`src/design/acdp_pkg.sv`:
```
// acdp_pkg: constants for the auxiliary control and dual pointer block
// assumes a 125 MHz system clock and an avalon-mm slave with 32-bit data
package acdp_pkg;
  localparam int          ACDP_AW           = 8;
  localparam int          ACDP_DW           = 32;
  localparam int          ACDP_PW           = 16;
  // register byte addresses
  localparam logic [7:0]  ACDP_OFS_AUX      = 8'ha2;
  localparam logic [7:0]  ACDP_OFS_PTR_LO   = 8'ha4;
  localparam logic [7:0]  ACDP_OFS_PTR_HI   = 8'ha8;
  localparam logic [7:0]  ACDP_OFS_STATUS   = 8'hac;
  // auxiliary control field positions
  localparam int          ACDP_B_SEL        = 0;
  localparam int          ACDP_B_SPARE      = 1;
  localparam int          ACDP_B_ZERO       = 2;
  localparam int          ACDP_B_SOFTWARE_RESET_TRIGGER       = 3;
  localparam int          ACDP_B_T0EN       = 4;
  localparam int          ACDP_B_T1EN       = 5;
  localparam int          ACDP_B_BRK        = 6;
  localparam int          ACDP_B_CLOCK_LOW_POWER_SELECT      = 7;
  localparam logic [7:0]  ACDP_AUX_RST      = 8'h00;
  localparam logic [7:0]  ACDP_AUX_WMASK    = 8'hfb;
  localparam logic [15:0] ACDP_PTR_RST      = 16'h0000;
  localparam logic [15:0] ACDP_PTR_ONE      = 16'h0001;
  // chip reset pulse length
  localparam int          ACDP_RST_NS       = 16;
  localparam int          ACDP_CLK_NS       = 8;
  localparam int          ACDP_RST_CYC      = (ACDP_RST_NS + ACDP_CLK_NS - 1) / ACDP_CLK_NS;
  localparam logic [31:0] ACDP_UNMAPPED     = 32'h0000_0000;
  // pointer operations issued by the core
  typedef enum logic [1:0] {
    ACDP_OP_NONE,
    ACDP_OP_INC,
    ACDP_OP_LOAD
  } acdp_op_t;
endpackage

```
`src/design/acdp_sync.sv`:
```
// acdp_sync: two flip-flop synchroniser for pin inputs
// assumes a single clock domain on the sampling side
`timescale 1ns/1ps
module acdp_sync (
  input  wire logic mclk_i,
  input  wire logic rst_n_i,
  input  wire logic d_i,
  output logic      q_o
);
  typedef struct packed {
    logic meta;
    logic q;
  } acdp_sync_t;
  acdp_sync_t s_r;
  acdp_sync_t s_nxt;
  always_comb begin
    s_nxt      = s_r;
    s_nxt.meta = d_i;
    s_nxt.q    = s_r.meta;
  end
  always_ff @(posedge mclk_i) begin
    if (!rst_n_i) begin
      s_r <= '0;
    end else begin
      s_r <= s_nxt;
    end
  end
  assign q_o = s_r.q;
endmodule // acdp_sync

```
`src/design/acdp_ptrs.sv`:
```
// acdp_ptrs: two 16-bit data pointers, one reachable through the select
// assumes operations come from the core on the same clock
`timescale 1ns/1ps
module acdp_ptrs #(
  parameter int PW = 16
) (
  input  wire logic          mclk_i,
  input  wire logic          rst_n_i,
  input  wire logic          sel_i,
  input  wire logic [1:0]    op_i,
  input  wire logic [PW-1:0] load_i,
  input  wire logic          wr_lo_i,
  input  wire logic          wr_hi_i,
  input  wire logic [7:0]    byte_i,
  output logic      [PW-1:0] cur_o
);
  import acdp_pkg::*;
  typedef struct packed {
    logic [1:0][PW-1:0] p;
  } acdp_ptrs_t;
  acdp_ptrs_t s_r;
  acdp_ptrs_t s_nxt;
  always_comb begin
    s_nxt = s_r;
    if (op_i == ACDP_OP_INC) begin
      s_nxt.p[sel_i] = s_r.p[sel_i] + PW'(ACDP_PTR_ONE);
    end else if (op_i == ACDP_OP_LOAD) begin
      s_nxt.p[sel_i] = load_i;
    end else begin
      if (wr_lo_i) begin
        s_nxt.p[sel_i][7:0] = byte_i;
      end
      if (wr_hi_i) begin
        s_nxt.p[sel_i][PW-1:8] = byte_i;
      end
    end
  end
  always_ff @(posedge mclk_i) begin
    if (!rst_n_i) begin
      s_r <= '0;
    end else begin
      s_r <= s_nxt;
    end
  end
  assign cur_o = s_r.p[sel_i];
endmodule // acdp_ptrs

```
`src/design/acdp_top.sv`:
```
// acdp_top: auxiliary control register, toggle pins, resets, dual pointers
// assumes an avalon-mm master, core strobes on mclk_i, overflow/break on pins
// Behaviour
// - bit 0 selects which of the two data pointers is active
// - bit 1 is spare; writing one has no effect on behaviour
// - bit 2 always reads zero so incrementing changes only bits 0 and 1
// - write with bit 3 set resets the chip like hardware reset, except that the programming flag is kept
// - bit 4 set inverts timer-0 toggle pin on each timer 0 overflow
// - bit 5 set inverts timer-1 toggle pin on each timer 1 overflow
// - bit 6 set makes a uart break reset chip into programming mode
// - bit 7 selects low-power clock, cleared on reset for 125 MHz
// - the unselected pointer is unreachable until the select changes
// - pointer increment adds one to the selected pointer only
// - immediate load writes a constant into the selected pointer only
// - byte register accesses and pointer addressing use the selected pointer
`timescale 1ns/1ps
module acdp_top (
  input  wire logic                           mclk_i,
  input  wire logic                           rst_n_i,
  input  wire logic [acdp_pkg::ACDP_AW-1:0]   avs_address_i,
  input  wire logic                           avs_read_i,
  input  wire logic                           avs_write_i,
  input  wire logic [acdp_pkg::ACDP_DW-1:0]   avs_writedata_i,
  input  wire logic [3:0]                     avs_byteenable_i,
  output logic      [acdp_pkg::ACDP_DW-1:0]   avs_readdata_o,
  output logic                                avs_waitrequest_o,
  input  wire logic [1:0]                     ptr_op_i,
  input  wire logic [acdp_pkg::ACDP_PW-1:0]   ptr_load_i,
  input  wire logic                           timer0_overflow_i,
  input  wire logic                           timer1_overflow_i,
  input  wire logic                           uart_break_i,
  output logic [acdp_pkg::ACDP_PW-1:0]        data_pointer_o,
  output logic                                timer0_toggle_pin_o,
  output logic                                timer1_toggle_pin_o,
  output logic                                chip_reset_o,
  output logic                                in_system_programming_mode_o,
  output logic                                clock_low_power_select_o
);
  import acdp_pkg::*;

  typedef struct packed {
    logic [7:0]         aux;
    logic               ack;
    logic               wreq;
    logic [ACDP_DW-1:0] rdata;
    logic [ACDP_PW-1:0] data_pointer;
    logic               t0pin;
    logic               t1pin;
    logic               t0_prev;
    logic               t1_prev;
    logic               brk_prev;
    logic [3:0]         rst_cnt;
    logic               chip_rst;
    logic               in_system_programming_mode;
  } acdp_top_t;

  localparam acdp_top_t ACDP_TOP_RST = '{wreq: 1'b1, default: '0};

  acdp_top_t          s_r;
  acdp_top_t          s_nxt;
  logic               t0_s;
  logic               t1_s;
  logic               brk_s;
  logic               req;
  logic               wr_hit;
  logic               wr_aux;
  logic               wr_lo;
  logic               wr_hi;
  logic [7:0]         wbyte;
  logic [ACDP_PW-1:0] cur_ptr;
  logic               int_rst_n;

  acdp_sync u_sync_t0 (
    .mclk_i  (mclk_i),
    .rst_n_i (rst_n_i),
    .d_i     (timer0_overflow_i),
    .q_o     (t0_s)
  );
  acdp_sync u_sync_t1 (
    .mclk_i  (mclk_i),
    .rst_n_i (rst_n_i),
    .d_i     (timer1_overflow_i),
    .q_o     (t1_s)
  );
  acdp_sync u_sync_brk (
    .mclk_i  (mclk_i),
    .rst_n_i (rst_n_i),
    .d_i     (uart_break_i),
    .q_o     (brk_s)
  );

  // the internal reset also clears the pointers as a hardware reset would; the programming flag survives it
  assign int_rst_n = rst_n_i & ~s_r.chip_rst;
  assign req       = (avs_read_i | avs_write_i) & ~s_r.ack & ~s_r.chip_rst;
  assign wr_hit    = avs_write_i & ~s_r.ack & ~s_r.chip_rst & avs_byteenable_i[0];
  assign wbyte     = avs_writedata_i[7:0];
  assign wr_aux    = wr_hit & (avs_address_i == ACDP_OFS_AUX);
  assign wr_lo     = wr_hit & (avs_address_i == ACDP_OFS_PTR_LO);
  assign wr_hi     = wr_hit & (avs_address_i == ACDP_OFS_PTR_HI);

  acdp_ptrs #(
    .PW (ACDP_PW)
  ) u_ptrs (
    .mclk_i  (mclk_i),
    .rst_n_i (int_rst_n),
    .sel_i   (s_r.aux[ACDP_B_SEL]),
    .op_i    (ptr_op_i),
    .load_i  (ptr_load_i),
    .wr_lo_i (wr_lo),
    .wr_hi_i (wr_hi),
    .byte_i  (wbyte),
    .cur_o   (cur_ptr)
  );

  always_comb begin
    s_nxt          = s_r;
    s_nxt.ack      = req;
    s_nxt.wreq     = ~req;
    s_nxt.t0_prev  = t0_s;
    s_nxt.t1_prev  = t1_s;
    s_nxt.brk_prev = brk_s;
    s_nxt.data_pointer     = cur_ptr;
    s_nxt.rdata    = ACDP_UNMAPPED;
    if (req & avs_read_i) begin
      unique case (avs_address_i)
        ACDP_OFS_AUX:    s_nxt.rdata = {24'h000000, s_r.aux};
        ACDP_OFS_PTR_LO: s_nxt.rdata = {24'h000000, cur_ptr[7:0]};
        ACDP_OFS_PTR_HI: s_nxt.rdata = {24'h000000, cur_ptr[15:8]};
        ACDP_OFS_STATUS: s_nxt.rdata = {30'h0, s_r.in_system_programming_mode, s_r.chip_rst};
        default:         s_nxt.rdata = ACDP_UNMAPPED;
      endcase
    end
    if (wr_aux) begin
      // bit 2 never stores; bit 1 stores but drives nothing
      s_nxt.aux = wbyte & ACDP_AUX_WMASK;
    end
    if (t0_s & ~s_r.t0_prev & s_r.aux[ACDP_B_T0EN]) begin
      s_nxt.t0pin = ~s_r.t0pin;
    end
    if (t1_s & ~s_r.t1_prev & s_r.aux[ACDP_B_T1EN]) begin
      s_nxt.t1pin = ~s_r.t1pin;
    end
    if (wr_aux & wbyte[ACDP_B_SOFTWARE_RESET_TRIGGER]) begin
      s_nxt.chip_rst = 1'b1;
      s_nxt.rst_cnt  = 4'(ACDP_RST_CYC);
    end
    if (s_r.chip_rst) begin
      // chip reset clears all but the programming flag, trigger bit included
      s_nxt          = ACDP_TOP_RST;
      s_nxt.aux      = ACDP_AUX_RST;
      s_nxt.data_pointer     = ACDP_PTR_RST;
      s_nxt.in_system_programming_mode      = s_r.in_system_programming_mode;
      s_nxt.t0_prev  = t0_s;
      s_nxt.t1_prev  = t1_s;
      s_nxt.brk_prev = brk_s;
      s_nxt.rst_cnt  = s_r.rst_cnt - 4'h1;
      s_nxt.chip_rst = (s_r.rst_cnt != 4'h1);
    end
    // a break edge wins over the end of a running chip reset
    if (brk_s & ~s_r.brk_prev & s_r.aux[ACDP_B_BRK]) begin
      s_nxt.chip_rst = 1'b1;
      s_nxt.in_system_programming_mode      = 1'b1;
      s_nxt.rst_cnt  = 4'(ACDP_RST_CYC);
    end
  end

  always_ff @(posedge mclk_i) begin
    if (!rst_n_i) begin
      s_r <= ACDP_TOP_RST;
    end else begin
      s_r <= s_nxt;
    end
  end

  assign avs_readdata_o               = s_r.rdata;
  assign avs_waitrequest_o            = s_r.wreq;
  assign data_pointer_o               = s_r.data_pointer;
  assign timer0_toggle_pin_o          = s_r.t0pin;
  assign timer1_toggle_pin_o          = s_r.t1pin;
  assign chip_reset_o                 = s_r.chip_rst;
  assign in_system_programming_mode_o = s_r.in_system_programming_mode;
  assign clock_low_power_select_o     = s_r.aux[ACDP_B_CLOCK_LOW_POWER_SELECT];

  property p_zero_bit;
    @(posedge mclk_i) disable iff (!rst_n_i) s_r.aux[ACDP_B_ZERO] == 1'b0;
  endproperty
  a_zero_bit: assert property (p_zero_bit) else $error("bit 2 not zero");

  property p_software_reset_trigger;
    @(posedge mclk_i) disable iff (!rst_n_i)
      (wr_aux & wbyte[ACDP_B_SOFTWARE_RESET_TRIGGER]) |=> chip_reset_o;
  endproperty
  a_software_reset_trigger: assert property (p_software_reset_trigger) else $error("software reset missed");

  property p_software_reset_trigger_clear;
    @(posedge mclk_i) disable iff (!rst_n_i)
      $fell(chip_reset_o) |-> s_r.aux == ACDP_AUX_RST;
  endproperty
  a_software_reset_trigger_clear: assert property (p_software_reset_trigger_clear) else $error("aux not cleared");

  property p_t0;
    @(posedge mclk_i) disable iff (!rst_n_i)
      (t0_s & ~s_r.t0_prev & s_r.aux[ACDP_B_T0EN] & ~s_r.chip_rst)
        |=> timer0_toggle_pin_o != $past(timer0_toggle_pin_o);
  endproperty
  a_t0: assert property (p_t0) else $error("timer0 pin not toggled");

  property p_t1_hold;
    @(posedge mclk_i) disable iff (!rst_n_i)
      (~s_r.aux[ACDP_B_T1EN] & ~s_r.chip_rst) |=> $stable(timer1_toggle_pin_o);
  endproperty
  a_t1_hold: assert property (p_t1_hold) else $error("timer1 pin moved");

  property p_brk;
    @(posedge mclk_i) disable iff (!rst_n_i)
      (brk_s & ~s_r.brk_prev & s_r.aux[ACDP_B_BRK]) |=> (chip_reset_o & in_system_programming_mode_o);
  endproperty
  a_brk: assert property (p_brk) else $error("break reset missed");

  property p_inc;
    @(posedge mclk_i) disable iff (!int_rst_n)
      (ptr_op_i == ACDP_OP_INC) ##1 $stable(s_r.aux[ACDP_B_SEL])
        |-> cur_ptr == $past(cur_ptr) + ACDP_PTR_ONE;
  endproperty
  a_inc: assert property (p_inc) else $error("increment wrong");

  property p_load;
    @(posedge mclk_i) disable iff (!int_rst_n)
      (ptr_op_i == ACDP_OP_LOAD) ##1 $stable(s_r.aux[ACDP_B_SEL]) |-> cur_ptr == $past(ptr_load_i);
  endproperty
  a_load: assert property (p_load) else $error("load wrong");

  property p_wait;
    @(posedge mclk_i) disable iff (!int_rst_n)
      (avs_read_i | avs_write_i) |-> ##[0:1] !avs_waitrequest_o;
  endproperty
  a_wait: assert property (p_wait) else $error("bus answer late");

  property p_wait_once;
    @(posedge mclk_i) disable iff (!rst_n_i)
      !avs_waitrequest_o |=> avs_waitrequest_o;
  endproperty
  a_wait_once: assert property (p_wait_once) else $error("answer too long");

  property p_rd_idle;
    @(posedge mclk_i) disable iff (!rst_n_i)
      avs_waitrequest_o |-> avs_readdata_o == ACDP_UNMAPPED;
  endproperty
  a_rd_idle: assert property (p_rd_idle) else $error("stale read data");

  property p_data_pointer;
    @(posedge mclk_i) disable iff (!int_rst_n)
      1'b1 |=> data_pointer_o == $past(cur_ptr);
  endproperty
  a_data_pointer: assert property (p_data_pointer) else $error("pointer output wrong");

  property p_sel_wr;
    @(posedge mclk_i) disable iff (!rst_n_i)
      wr_aux |=> s_r.aux[ACDP_B_SEL] == $past(wbyte[ACDP_B_SEL]);
  endproperty
  a_sel_wr: assert property (p_sel_wr) else $error("select not written");

  property p_spare;
    @(posedge mclk_i) disable iff (!rst_n_i)
      wr_aux |=> s_r.aux[ACDP_B_SPARE] == $past(wbyte[ACDP_B_SPARE]);
  endproperty
  a_spare: assert property (p_spare) else $error("spare bit not kept");

  property p_clock_low_power_select;
    @(posedge mclk_i)
      !rst_n_i |=> !clock_low_power_select_o;
  endproperty
  a_clock_low_power_select: assert property (p_clock_low_power_select) else $error("low power not cleared");

  property p_t0_hold;
    @(posedge mclk_i) disable iff (!rst_n_i)
      (~s_r.aux[ACDP_B_T0EN] & ~s_r.chip_rst) |=> $stable(timer0_toggle_pin_o);
  endproperty
  a_t0_hold: assert property (p_t0_hold) else $error("timer0 pin moved");

  property p_t1;
    @(posedge mclk_i) disable iff (!rst_n_i)
      (t1_s & ~s_r.t1_prev & s_r.aux[ACDP_B_T1EN] & ~s_r.chip_rst)
        |=> timer1_toggle_pin_o != $past(timer1_toggle_pin_o);
  endproperty
  a_t1: assert property (p_t1) else $error("timer1 pin not toggled");

  property p_brk_off;
    @(posedge mclk_i) disable iff (!rst_n_i)
      (brk_s & ~s_r.brk_prev & ~s_r.aux[ACDP_B_BRK] & ~s_r.chip_rst & ~wr_aux)
        |=> !chip_reset_o;
  endproperty
  a_brk_off: assert property (p_brk_off) else $error("break reset while off");

  property p_isp_hold;
    @(posedge mclk_i) disable iff (!rst_n_i)
      in_system_programming_mode_o |=> in_system_programming_mode_o;
  endproperty
  a_isp_hold: assert property (p_isp_hold) else $error("programming mode lost");

  property p_rst_len;
    @(posedge mclk_i) disable iff (!rst_n_i)
      $rose(chip_reset_o) |-> ##1 chip_reset_o;
  endproperty
  a_rst_len: assert property (p_rst_len) else $error("chip reset too short");

  property p_rst_end;
    @(posedge mclk_i) disable iff (!rst_n_i)
      chip_reset_o |-> ##[1:8] !chip_reset_o;
  endproperty
  a_rst_end: assert property (p_rst_end) else $error("chip reset stuck");

  property p_rst_out;
    @(posedge mclk_i) disable iff (!rst_n_i)
      chip_reset_o |=> !timer0_toggle_pin_o & !timer1_toggle_pin_o
        & (data_pointer_o == ACDP_PTR_RST);
  endproperty
  a_rst_out: assert property (p_rst_out) else $error("outputs not reset");

  property p_software_reset_trigger_aux;
    @(posedge mclk_i) disable iff (!rst_n_i)
      chip_reset_o |=> s_r.aux == ACDP_AUX_RST;
  endproperty
  a_software_reset_trigger_aux: assert property (p_software_reset_trigger_aux) else $error("trigger not cleared");

  property p_unsel;
    @(posedge mclk_i) disable iff (!int_rst_n)
      ((ptr_op_i == ACDP_OP_NONE) & ~wr_lo & ~wr_hi) ##1 $stable(s_r.aux[ACDP_B_SEL])
        |-> $stable(cur_ptr);
  endproperty
  a_unsel: assert property (p_unsel) else $error("pointer changed unasked");

  property p_lo;
    @(posedge mclk_i) disable iff (!int_rst_n)
      (wr_lo & (ptr_op_i == ACDP_OP_NONE)) ##1 $stable(s_r.aux[ACDP_B_SEL])
        |-> cur_ptr[7:0] == $past(wbyte);
  endproperty
  a_lo: assert property (p_lo) else $error("low byte write wrong");

  property p_hi;
    @(posedge mclk_i) disable iff (!int_rst_n)
      (wr_hi & (ptr_op_i == ACDP_OP_NONE)) ##1 $stable(s_r.aux[ACDP_B_SEL])
        |-> cur_ptr[15:8] == $past(wbyte);
  endproperty
  a_hi: assert property (p_hi) else $error("high byte write wrong");

  c_software_reset_trigger: cover property (@(posedge mclk_i) $rose(chip_reset_o));
  c_isp:  cover property (@(posedge mclk_i) $rose(in_system_programming_mode_o));
  c_t0:   cover property (@(posedge mclk_i) $changed(timer0_toggle_pin_o));
  c_sel:  cover property (@(posedge mclk_i) $changed(s_r.aux[ACDP_B_SEL]));
endmodule // acdp_top

```
`config.mk`:
```
export PLATFORM = sky130hd
export DESIGN_NAME = acdp_top
export DESIGN_NICKNAME = d
export VERILOG_FILES = /design/src/design/acdp_pkg.sv /design/src/design/acdp_sync.sv /design/src/design/acdp_ptrs.sv /design/src/design/acdp_top.sv
export SDC_FILE = /design/constraint.sdc
export NUM_CORES = 1
export LEC_CHECK = 0
export BUFFER_PORTS_ARGS = -buffer_cell sky130_fd_sc_hd__buf_2
export CORE_MARGIN = 3
export CORE_UTILIZATION = 57
export DETAILED_ROUTE_END_ITERATION = 8
export HOLD_SLACK_MARGIN = 0.03
export PLACE_DENSITY = 0.85
export SYNTH_ARGS = -nofsm -noshare
export SYNTH_HDL_FRONTEND = slang
export SYNTH_HIERARCHICAL = 1
export SYNTH_SLANG_ARGS = --single-unit
```
`constraint.sdc`:
```
create_clock -name mclk_i -period 4.4 [get_ports mclk_i]
set_input_delay 0.22 -clock mclk_i [delete_from_list [all_inputs] [get_ports mclk_i]]
set_output_delay 0.22 -clock mclk_i [all_outputs]
set_load 0.1 [all_outputs]
```
### After elaboration in Yosys (flattened, before gate mapping)

Cells that the tools add are included.

* $add $sub $neg: 2
* order comparisons: 2
* equal/unequal tests: 7
* multiplexer cells: 22
* bitwise gates (word level): 28
* reduce and logical (&&, ||, !) cells: 6

Operators with widths (count)
* $mux 32: 6
* $bwmux 32: 4
* $mux 16: 4
* $demux 16 s1: 3
* $eq 8x8->1 const B: 4
* $pmux 8 s4: 1
* $and 1x1->1: 17
* $add 16x1->16 const B: 1
* $not 1->1: 10
* $mux 8: 1
* $mux 6: 1
* $mux 5: 1
* $mux 4: 1
* $ne 4x1->1 const B: 1
* $reduce_or 2->1: 2
* $sub 4x1->4 const B: 1
* $reduce_bool 3->1: 1
* $reduce_or 3->1: 1
* $eq 2x1->1 const B: 1
* $eq 2x2->1 const B: 1
* $lt 1x2->1 const B: 1
* $reduce_bool 2->1: 1
* $ge 1x1->1 const B: 1
* $logic_and 1x1->1: 1
* $or 1x1->1: 1

* register bits: 106
* bits of input ports: 69
* output and inout port bits: 54
* logic and storage cells: 89

### Longest topological paths before layout

Gate-level depths: netlist (run 1).

* depth in word-level cells: 12
* mapped depth: 11
* depth with buffers taken out: 8

### By module

The synthesis (run 1) kept the hierarchy.

By module, submodules not included
* acdp_ptrs: times used 1, cells each 310, area each 2463.6 um^2, sequential area each 640.6 um^2
* acdp_top: times used 1, cells each 217, area each 2060.7 um^2, sequential area each 880.8 um^2
* acdp_sync: times used 3, cells each 4, area each 52.6 um^2, sequential area each 40.0 um^2

### Worst setup path after synthesis (run 1)

OpenSTA, ideal clock, no wires.

* path type: register -> register
* from: reg s_r (netlist bit chip_reset_o)
* to: reg u_ptrs/s_r[0] in the netlist's numbering
* setup time: 71 ps
* data arrival time: 2685 ps
* data required time: 4329 ps
* slack: 1644 ps
* cell stages (with the launch flop): 8
* buffers on the path: 1
* period minus slack after synthesis: 2756 ps
* cells stage by stage: dfxtp_1 and4bb_1 and3_1 clkbuf_1 or3_4 a21o_1 or3_1 a21oi_1

* longest elaborated chain between the ends: 11
* elaborated cells between the ends (all ways): 13
* those cells by class: 7 x mux; 6 x bitwise

Ends and longest elaborated chain
* from (decl): line acdp_top.sv:59 `acdp_top_t s_r;`
* from (signal assigned): line acdp_top.sv:171 `s_r <= s_nxt;`
* $not 1->1 (*): line acdp_top.sv:95 `assign wr_hit = avs_write_i & ~s_r.ack & ~s_r.chip_rst & avs_byteenable_i[0];`
* $and 1x1->1 (*) (2 in series): line acdp_top.sv:95
* $and 1x1->1 (*): line acdp_top.sv:98 `assign wr_lo = wr_hit & (avs_address_i == ACDP_OFS_PTR_LO);`
* net wr_lo: line acdp_top.sv:67 `logic wr_lo;`
* $mux 32 (*): line acdp_ptrs.sv:30 `if (wr_lo_i) begin`
* $mux 32 (*): line acdp_ptrs.sv:27 `end else if (op_i == ACDP_OP_LOAD) begin`
* $mux 32 (*): line acdp_ptrs.sv:25 `if (op_i == ACDP_OP_INC) begin`
* $bwmux 32: line acdp_ptrs.sv:34 `s_nxt.p[sel_i][PW-1:8] = byte_i;`
* $mux 32 (*): line acdp_ptrs.sv:33 `if (wr_hi_i) begin`
* $mux 32 (*): line acdp_ptrs.sv:27
* $mux 32 (*): line acdp_ptrs.sv:25
* to (signal assigned): line acdp_ptrs.sv:42 `s_r <= s_nxt;`
* to (decl): line acdp_ptrs.sv:21 `acdp_ptrs_t s_r;`

Mark *: on every way through the listed nets, which the timed path passes. The rest lies on a longest branch. The select of a mux whose other input is x is not followed.
A chain may end at the register's enable or synchronous reset.

### Worst setup path after layout (run 1)

* from: reg s_r (netlist bit chip_reset_o)
* to: reg u_ptrs/s_r[25] in the netlist's numbering

* elaborated cells between the ends (all ways): 13
* those cells by class: 7 x mux; 6 x bitwise

RTL lines
* $not 1->1: line acdp_top.sv:95
* $and 1x1->1 (2 in series): line acdp_top.sv:95
* $and 1x1->1: line acdp_top.sv:99 `assign wr_hi = wr_hit & (avs_address_i == ACDP_OFS_PTR_HI);`
* net wr_hi: line acdp_top.sv:68 `logic wr_hi;`
* $mux 32: line acdp_ptrs.sv:33
* $mux 32: line acdp_ptrs.sv:27
* $mux 32: line acdp_ptrs.sv:25

The timed path passes the listed nets, and every way through them passes these cells. The select of a mux whose other input is x is not followed.

==> results.sh, run 1 <==
export IMPL_final_util=0.631
export IMPL_cts_resized=0
export IMPL_tightest_slew_ns=0.932
export IMPL_synth_ff_type="dfxtp_1"
export IMPL_final_common_cell="dfxtp_1"
export IMPL_cts_sinks=82
export IMPL_synth_edf_count=0
export IMPL_wl_per_cell_um=18.2
export IMPL_maxCapViolCount=0
export IMPL_synth_mux_area_frac=0.0468
export IMPL_cts_root_buf="clkbuf_8"
export IMPL_antenna_found_initial=0
export IMPL_grt_pass1_vias=3846
export IMPL_die_area_sq_um=9340
export IMPL_leakage_nw=2.06
export IMPL_yosys_warnings=6
export IMPL_timing_fmax_mhz=362
export IMPL_syn_area_per_cell_sq_um=8.69
export IMPL_area_growth_syn_to_layout_pct=5.75
export IMPL_drt_initial_drc_count=454
export IMPL_crit_type="reg2reg"
export IMPL_synth_simple_area_share=0.233
export IMPL_whs_ns=0.0581
export IMPL_period_share=0.628
export IMPL_fin_nets=646
export IMPL_synth_xor_area_frac=0.0168
export IMPL_setup_violations=0
export IMPL_routed_via_count=4122
export IMPL_path_clk_slew_ns=0.09
export IMPL_syn_inst=539
export IMPL_grt_pass1_wl_um=19600
export IMPL_finalClockSkew_ns=0.0111
export IMPL_rr_startpoint="chip_reset_o$_SDFF_PN0_"
export IMPL_min_period_ns=2.76
export IMPL_hold_viol=0
export IMPL_final_cell_mix="dfxtp_1, buf_2, nand2_1"
export IMPL_finalMaxSlewViolations=0
export IMPL_ctsHoldBuffers=0
export IMPL_ant_nets=0
export IMPL_worst_setup_path_end_kind="flip-flop"
export IMPL_pin_count=123
export IMPL_synth_distinct_cells=77
export IMPL_clk_path_buf_depth=2
export IMPL_die_h_um=96.6
export IMPL_cts_setup_buffers=0
export IMPL_placed_area_sq_um=4770
export IMPL_vias_per_cell=6.07
export IMPL_port_buffers=71
export IMPL_irDropWorstVdd_v=0.000139
export IMPL_rows=32
export IMPL_synth_area_sq_um=4680
export IMPL_drive_gt1_frac=0.211
export IMPL_wirelength_um=12300
export IMPL_status="completed"
export IMPL_die_x_um=96.6
export IMPL_grt_max_degree=54
export IMPL_start_util=0.597
export IMPL_track_usage=0.256
export IMPL_final_area_sq_um=4950
export IMPL_globalRouteOverflowTotal=0
export IMPL_synth_compound_area_frac=0.214
export IMPL_slew_headroom=0.379
export IMPL_cp_start_kind="flip-flop"
export IMPL_crit_start="chip_reset_o$_SDFF_PN0_"
export IMPL_critPathMaxFanout=11
export IMPL_synth_top_family_by_area="simple AND/OR/NAND/NOR gates"
export IMPL_rsz0062_at_grt="no"
export IMPL_cts_tree="done"
export IMPL_numCtsBuffers=9
export IMPL_synthArstFlopShare=0
export IMPL_coreArea_sq_um=7850
export IMPL_synth_seq_cells=82
export IMPL_worst_skew_pair_late_latency_ns=0.36
export IMPL_dr_pass1_iters=5
export IMPL_powerDensity_nw_per_um2=333
export IMPL_synth_adder_area_share=0.0134
export IMPL_diodes=0
export IMPL_finalSetupTns_ns=0
export IMPL_pre_cts_ws_ns=1.38
export IMPL_htreeDepth=3
export IMPL_hold_class="in2reg"
export IMPL_fin_ws_ns=1.64
export IMPL_yosysSeqAreaShare=0.351
export IMPL_drc=0
export IMPL_hold_start="timer0_overflow_i"
export IMPL_hpwl_um=8900
export IMPL_arrival_ns=2.99
export IMPL_routabilityCongestion=0.947
export IMPL_cp_data_required_time_ns=4.63
==> final timing paths <==
kind                            cells past startpoint  slack (ns)                            end
worst max-delay path                                7        1.64    u_ptrs/s_r[25]$_SDFFE_PN0P_
worst min-delay path                                2        0.06  u_sync_t0/s_nxt[0]$_SDFF_PN0_
worst max register to register                      7        1.64    u_ptrs/s_r[25]$_SDFFE_PN0P_
worst min register to register                      1        0.44       u_sync_t1/q_o$_SDFF_PN0_
==> Yosys cell counts, drive strengths merged, types with 6 or more instances <==
library cell / number / area share
nor2b: 9 / 0.012
buf: 64 / 0.099
nand3b: 7 / 0.011
o32ai: 6 / 0.013
a22o: 9 / 0.017
and3: 6 / 0.0080
nand4: 8 / 0.015
o21ai: 30 / 0.032
mux2i: 8 / 0.017
dfxtp: 82 / 0.35
nand2: 38 / 0.030
and2: 28 / 0.037
clkbuf: 12 / 0.0096
a22oi: 20 / 0.035
inv: 18 / 0.014
mux2: 12 / 0.030
nor3: 11 / 0.015
nand3: 20 / 0.022
a21oi: 31 / 0.034
nor2: 36 / 0.029
==> through the flow <==
step | instances | total power [mW]
final | 679 | 1.65
after global placement | 663 | 1.15
after CTS | 679 | 1.65
after global routing | 679 | 1.71
after detailed placement | 663 | 1.16
after floorplan | 562 | 1.11
==> cell families (layout without fill, tap and decap cells) <==
family | Yosys count | in the layout
flip-flops | 82 | 82
AND/OR/NAND/NOR | 188 | 188
multiplexers | 20 | 20
buffers and inverters | 96 | 111
XOR/XNOR | 9 | 9
other | 1 | 24
AO/OA/AOI/OAI | 138 | 138
adder cells (fa/ha/maj) | 5 | 5
==> where the power goes <==
| group | leakage (nW) | switching, mW | internal [mW] | total, mW |
|---|---|---|---|---|
| clock | 0.0795 | 0.287 | 0.210 | 0.497 |
| combinational | 1.31 | 0.276 | 0.0828 | 0.359 |
| sequential | 0.668 | 0.0232 | 0.772 | 0.795 |
| total | 2.06 | 0.586 | 1.06 | 1.65 |
==> metal layers <==
layer	vias up	GRT usage	part of all wire
li1	1926	-	-
met3	30	0.0591	0.091
met2	251	0.411	0.46
met1	1915	0.336	0.41
met4	0	0.0961	0.032
met5	-	0	0
==> final cells by class <==
cell class	count	area, sq um
clock buffer	10	128
clock inverter	6	48.8
fill	680	2900
inverter	20	75.1
multi-input combinational	384	2540
sequential	82	1640
tap	102	128
timing repair buffer	75	385
==> worst max-delay path, stage by stage, from the launching register on <==
cell and delay (ns):
dfxtp_1 0.41, and4bb_1 0.39, and3_1 0.32, nand2b_1 0.42
o21ai_1 0.38, buf_4 0.28, nor4_1 0.36, a2111oi_2 0.08
==> flip-flops by register name (all words and copies together) (netlist names) <==
register and flops:
u_sync_brk/s_nxt 1, u_sync_t1/s_nxt 1, u_ptrs/s_r 32, u_sync_t0/q_o 1, u_sync_t0/s_nxt 1, u_sync_brk/q_o 1
timer0_toggle_pin_o 1, avs_readdata_o 8, in_system_programming_mode_o 1, timer1_toggle_pin_o 1, u_sync_t1/q_o 1, avs_waitrequest_o 1
data_pointer_o 16, clock_low_power_select_o 1, s_r 14, chip_reset_o 1
(Power assumes the default switching activity.)
==> run 2, diff against run 1 <==
- CORE_UTILIZATION: 57 -> 53
- PLACE_DENSITY: 0.85 -> 0.8
- clock period: 4.4 -> 2.8 ns (I/O delays scaled with it)
==> run 2 against run 1 <==
Compared with the run above:
- via count is 2.3% higher
- utilization down 2.4 points
- maximum frequency up 16%
- clock power rose by 71%
- non-clock buffer count increased by 13
- count of clock-buffer cells in the layout did not move
- setup slack worse by 1.2 ns
- global-route usage shrank 0.95 points
- highest routed layer unchanged
==> results.sh, run 2 (same netlist as run 1, synthesis figures left out) <==
export IMPL_tightest_slew_ns=0.761
export IMPL_finalMaxSlewViolations=0
export IMPL_wirelength_um=12600
export IMPL_wl_per_cell_um=18.1
export IMPL_highest_layer="met4"
export IMPL_status="completed"
export IMPL_drt_initial_drc_count=548
export IMPL_power_frac_clock=0.317
export IMPL_grt_pass1_vias=3959
export IMPL_cp_data_required_time_ns=3.05
export IMPL_rows=33
export IMPL_htreeDepth=3
export IMPL_track_usage=0.247
export IMPL_final_util=0.607
export IMPL_period_share=0.851
export IMPL_pin_count=123
export IMPL_p_comb_frac=0.216
export IMPL_coreArea_sq_um=8380
export IMPL_cts_tree="done"
export IMPL_critPathMaxFanout=7
export IMPL_min_period_ns=2.38
export IMPL_routed_via_count=4215
export IMPL_p_sw_frac=0.339
export IMPL_wl_met3_um=1260
export IMPL_setup_violations=0
export IMPL_final_common_cell="dfxtp_1"
export IMPL_routed_wl_met2_um=5920
export IMPL_grt_pass1_wl_um=19600
export IMPL_leakage_nw=2.13
export IMPL_wl_met1_um=5080
export IMPL_arrival_ns=2.63
export IMPL_rsz0062_at_grt="no"
export IMPL_cts_sinks=82
export IMPL_hpwl_um=9330
export IMPL_globalRouteOverflowTotal=0
export IMPL_die_x_um=100
export IMPL_largest_register_ffs=32
export IMPL_cp_start_kind="flip-flop"
export IMPL_die_area_sq_um=10000
export IMPL_drc=0
export IMPL_finalPower_mw=2.68
export IMPL_timing_fmax_mhz=420
export IMPL_clk_path_buf_depth=2
export IMPL_start_util=0.559
export IMPL_drive_gt1_frac=0.224
export IMPL_finalClockSkew_ns=0.00532
export IMPL_dp_cells=676
export IMPL_worst_setup_path_end_kind="flip-flop"
export IMPL_path_clk_slew_ns=0.08
export IMPL_area_growth_syn_to_layout_pct=8.71
export IMPL_worst_skew_pair_late_latency_ns=0.36
export IMPL_intPower_mw=1.77
export IMPL_finalSetupTns_ns=0
export IMPL_largest_register="u_ptrs/s_r"
export IMPL_vias_per_cell=6.06
export IMPL_diodes=0
export IMPL_crit_type="reg2reg"
export IMPL_final_area_sq_um=5090
export IMPL_seq_power_share=0.467
export IMPL_stdcell_count=695
export IMPL_power_switching_uw=908
export IMPL_cts_root_buf="clkbuf_8"
export IMPL_ant_nets=0
export IMPL_final_cell_mix="dfxtp_1, buf_2, nand2_1"
export IMPL_powerDensity_nw_per_um2=526
export IMPL_numCtsBuffers=9
export IMPL_grt_max_degree=47
export IMPL_placed_area_sq_um=4870
export IMPL_maxCapViolCount=0
export IMPL_hold_viol=0
export IMPL_fin_nets=659
export IMPL_routabilityCongestion=0.942
export IMPL_dr_pass1_iters=5
export IMPL_port_buffers=71
export IMPL_die_h_um=100
export IMPL_irDropWorstVdd_v=0.000247
export IMPL_slew_headroom=0.489
export IMPL_antenna_found_initial=0
export IMPL_hold_class="in2reg"
==> run 2: layout make-up <==
class                   instances  area (sq um)
flip-flops and latches         82          1640
repair buffers                 88           503
multi-input cells             384          2540
clock buffers                  10           128
fillers                       718          3290
clock inverters                 6          66.3
well taps                     105           131
inverters                      20          75.1
==> run 2: worst paths after layout <==
check,from,depth (start not counted),to,slack [ns]
max,s_r[60]$_SDFF_PN0_,8,u_ptrs/s_r[25]$_SDFFE_PN0P_,0.42
min,avs_writedata_i[6],3,s_r[67]$_SDFFE_PN0P_,0.09
max reg2reg,s_r[60]$_SDFF_PN0_,8,u_ptrs/s_r[25]$_SDFFE_PN0P_,0.42
min reg2reg,u_sync_brk/s_nxt[0]$_SDFF_PN0_,1,u_sync_brk/q_o$_SDFF_PN0_,0.44
==> run 2: power groups by stage <==
| stage | combinational [mW] | clock [mW] | sequential [mW] |
|---|---|---|---|
| floorplan | 0.471 | 0 | 1.28 |
| global placement | 0.551 | 0 | 1.27 |
| detailed placement | 0.562 | 0 | 1.28 |
| CTS | 0.566 | 0.861 | 1.25 |
| global route | 0.605 | 0.902 | 1.26 |
| finish | 0.577 | 0.849 | 1.25 |
==> run 2: layer usage <==
metal,vias up,global-route usage
met5,-,0
met4,0,0.0984
met3,29,0.0438
met2,283,0.407
met1,1951,0.321
li1,1952,-
==> run 2: worst max-delay path, stage by stage, from the launching register on <==
cell       delay, ns
dfxtp_1         0.34
and4bb_1        0.33
and3_1          0.24
buf_4           0.15
nor2b_1         0.52
a22oi_1         0.16
nor2_1          0.16
nor4_1          0.08
a2111oi_2       0.30
==> run 2: stage by stage <==
step	setup WS, ns	hold slack [ns]
finish	0.417	0.0857
global route	0.290	0.0883
CTS	0.488	0.0693
detailed placement	0.469	0.344
global placement	0.532	0.340
floorplan	0.0443	0.262
==> run 2: what timing repair did <==
action                                 4_1_cts  5_1_grt
setup buffers                                0        0
gates resized for setup                      0        0
hold buffers                                 3        0
endpoints found under the hold margin        3        0
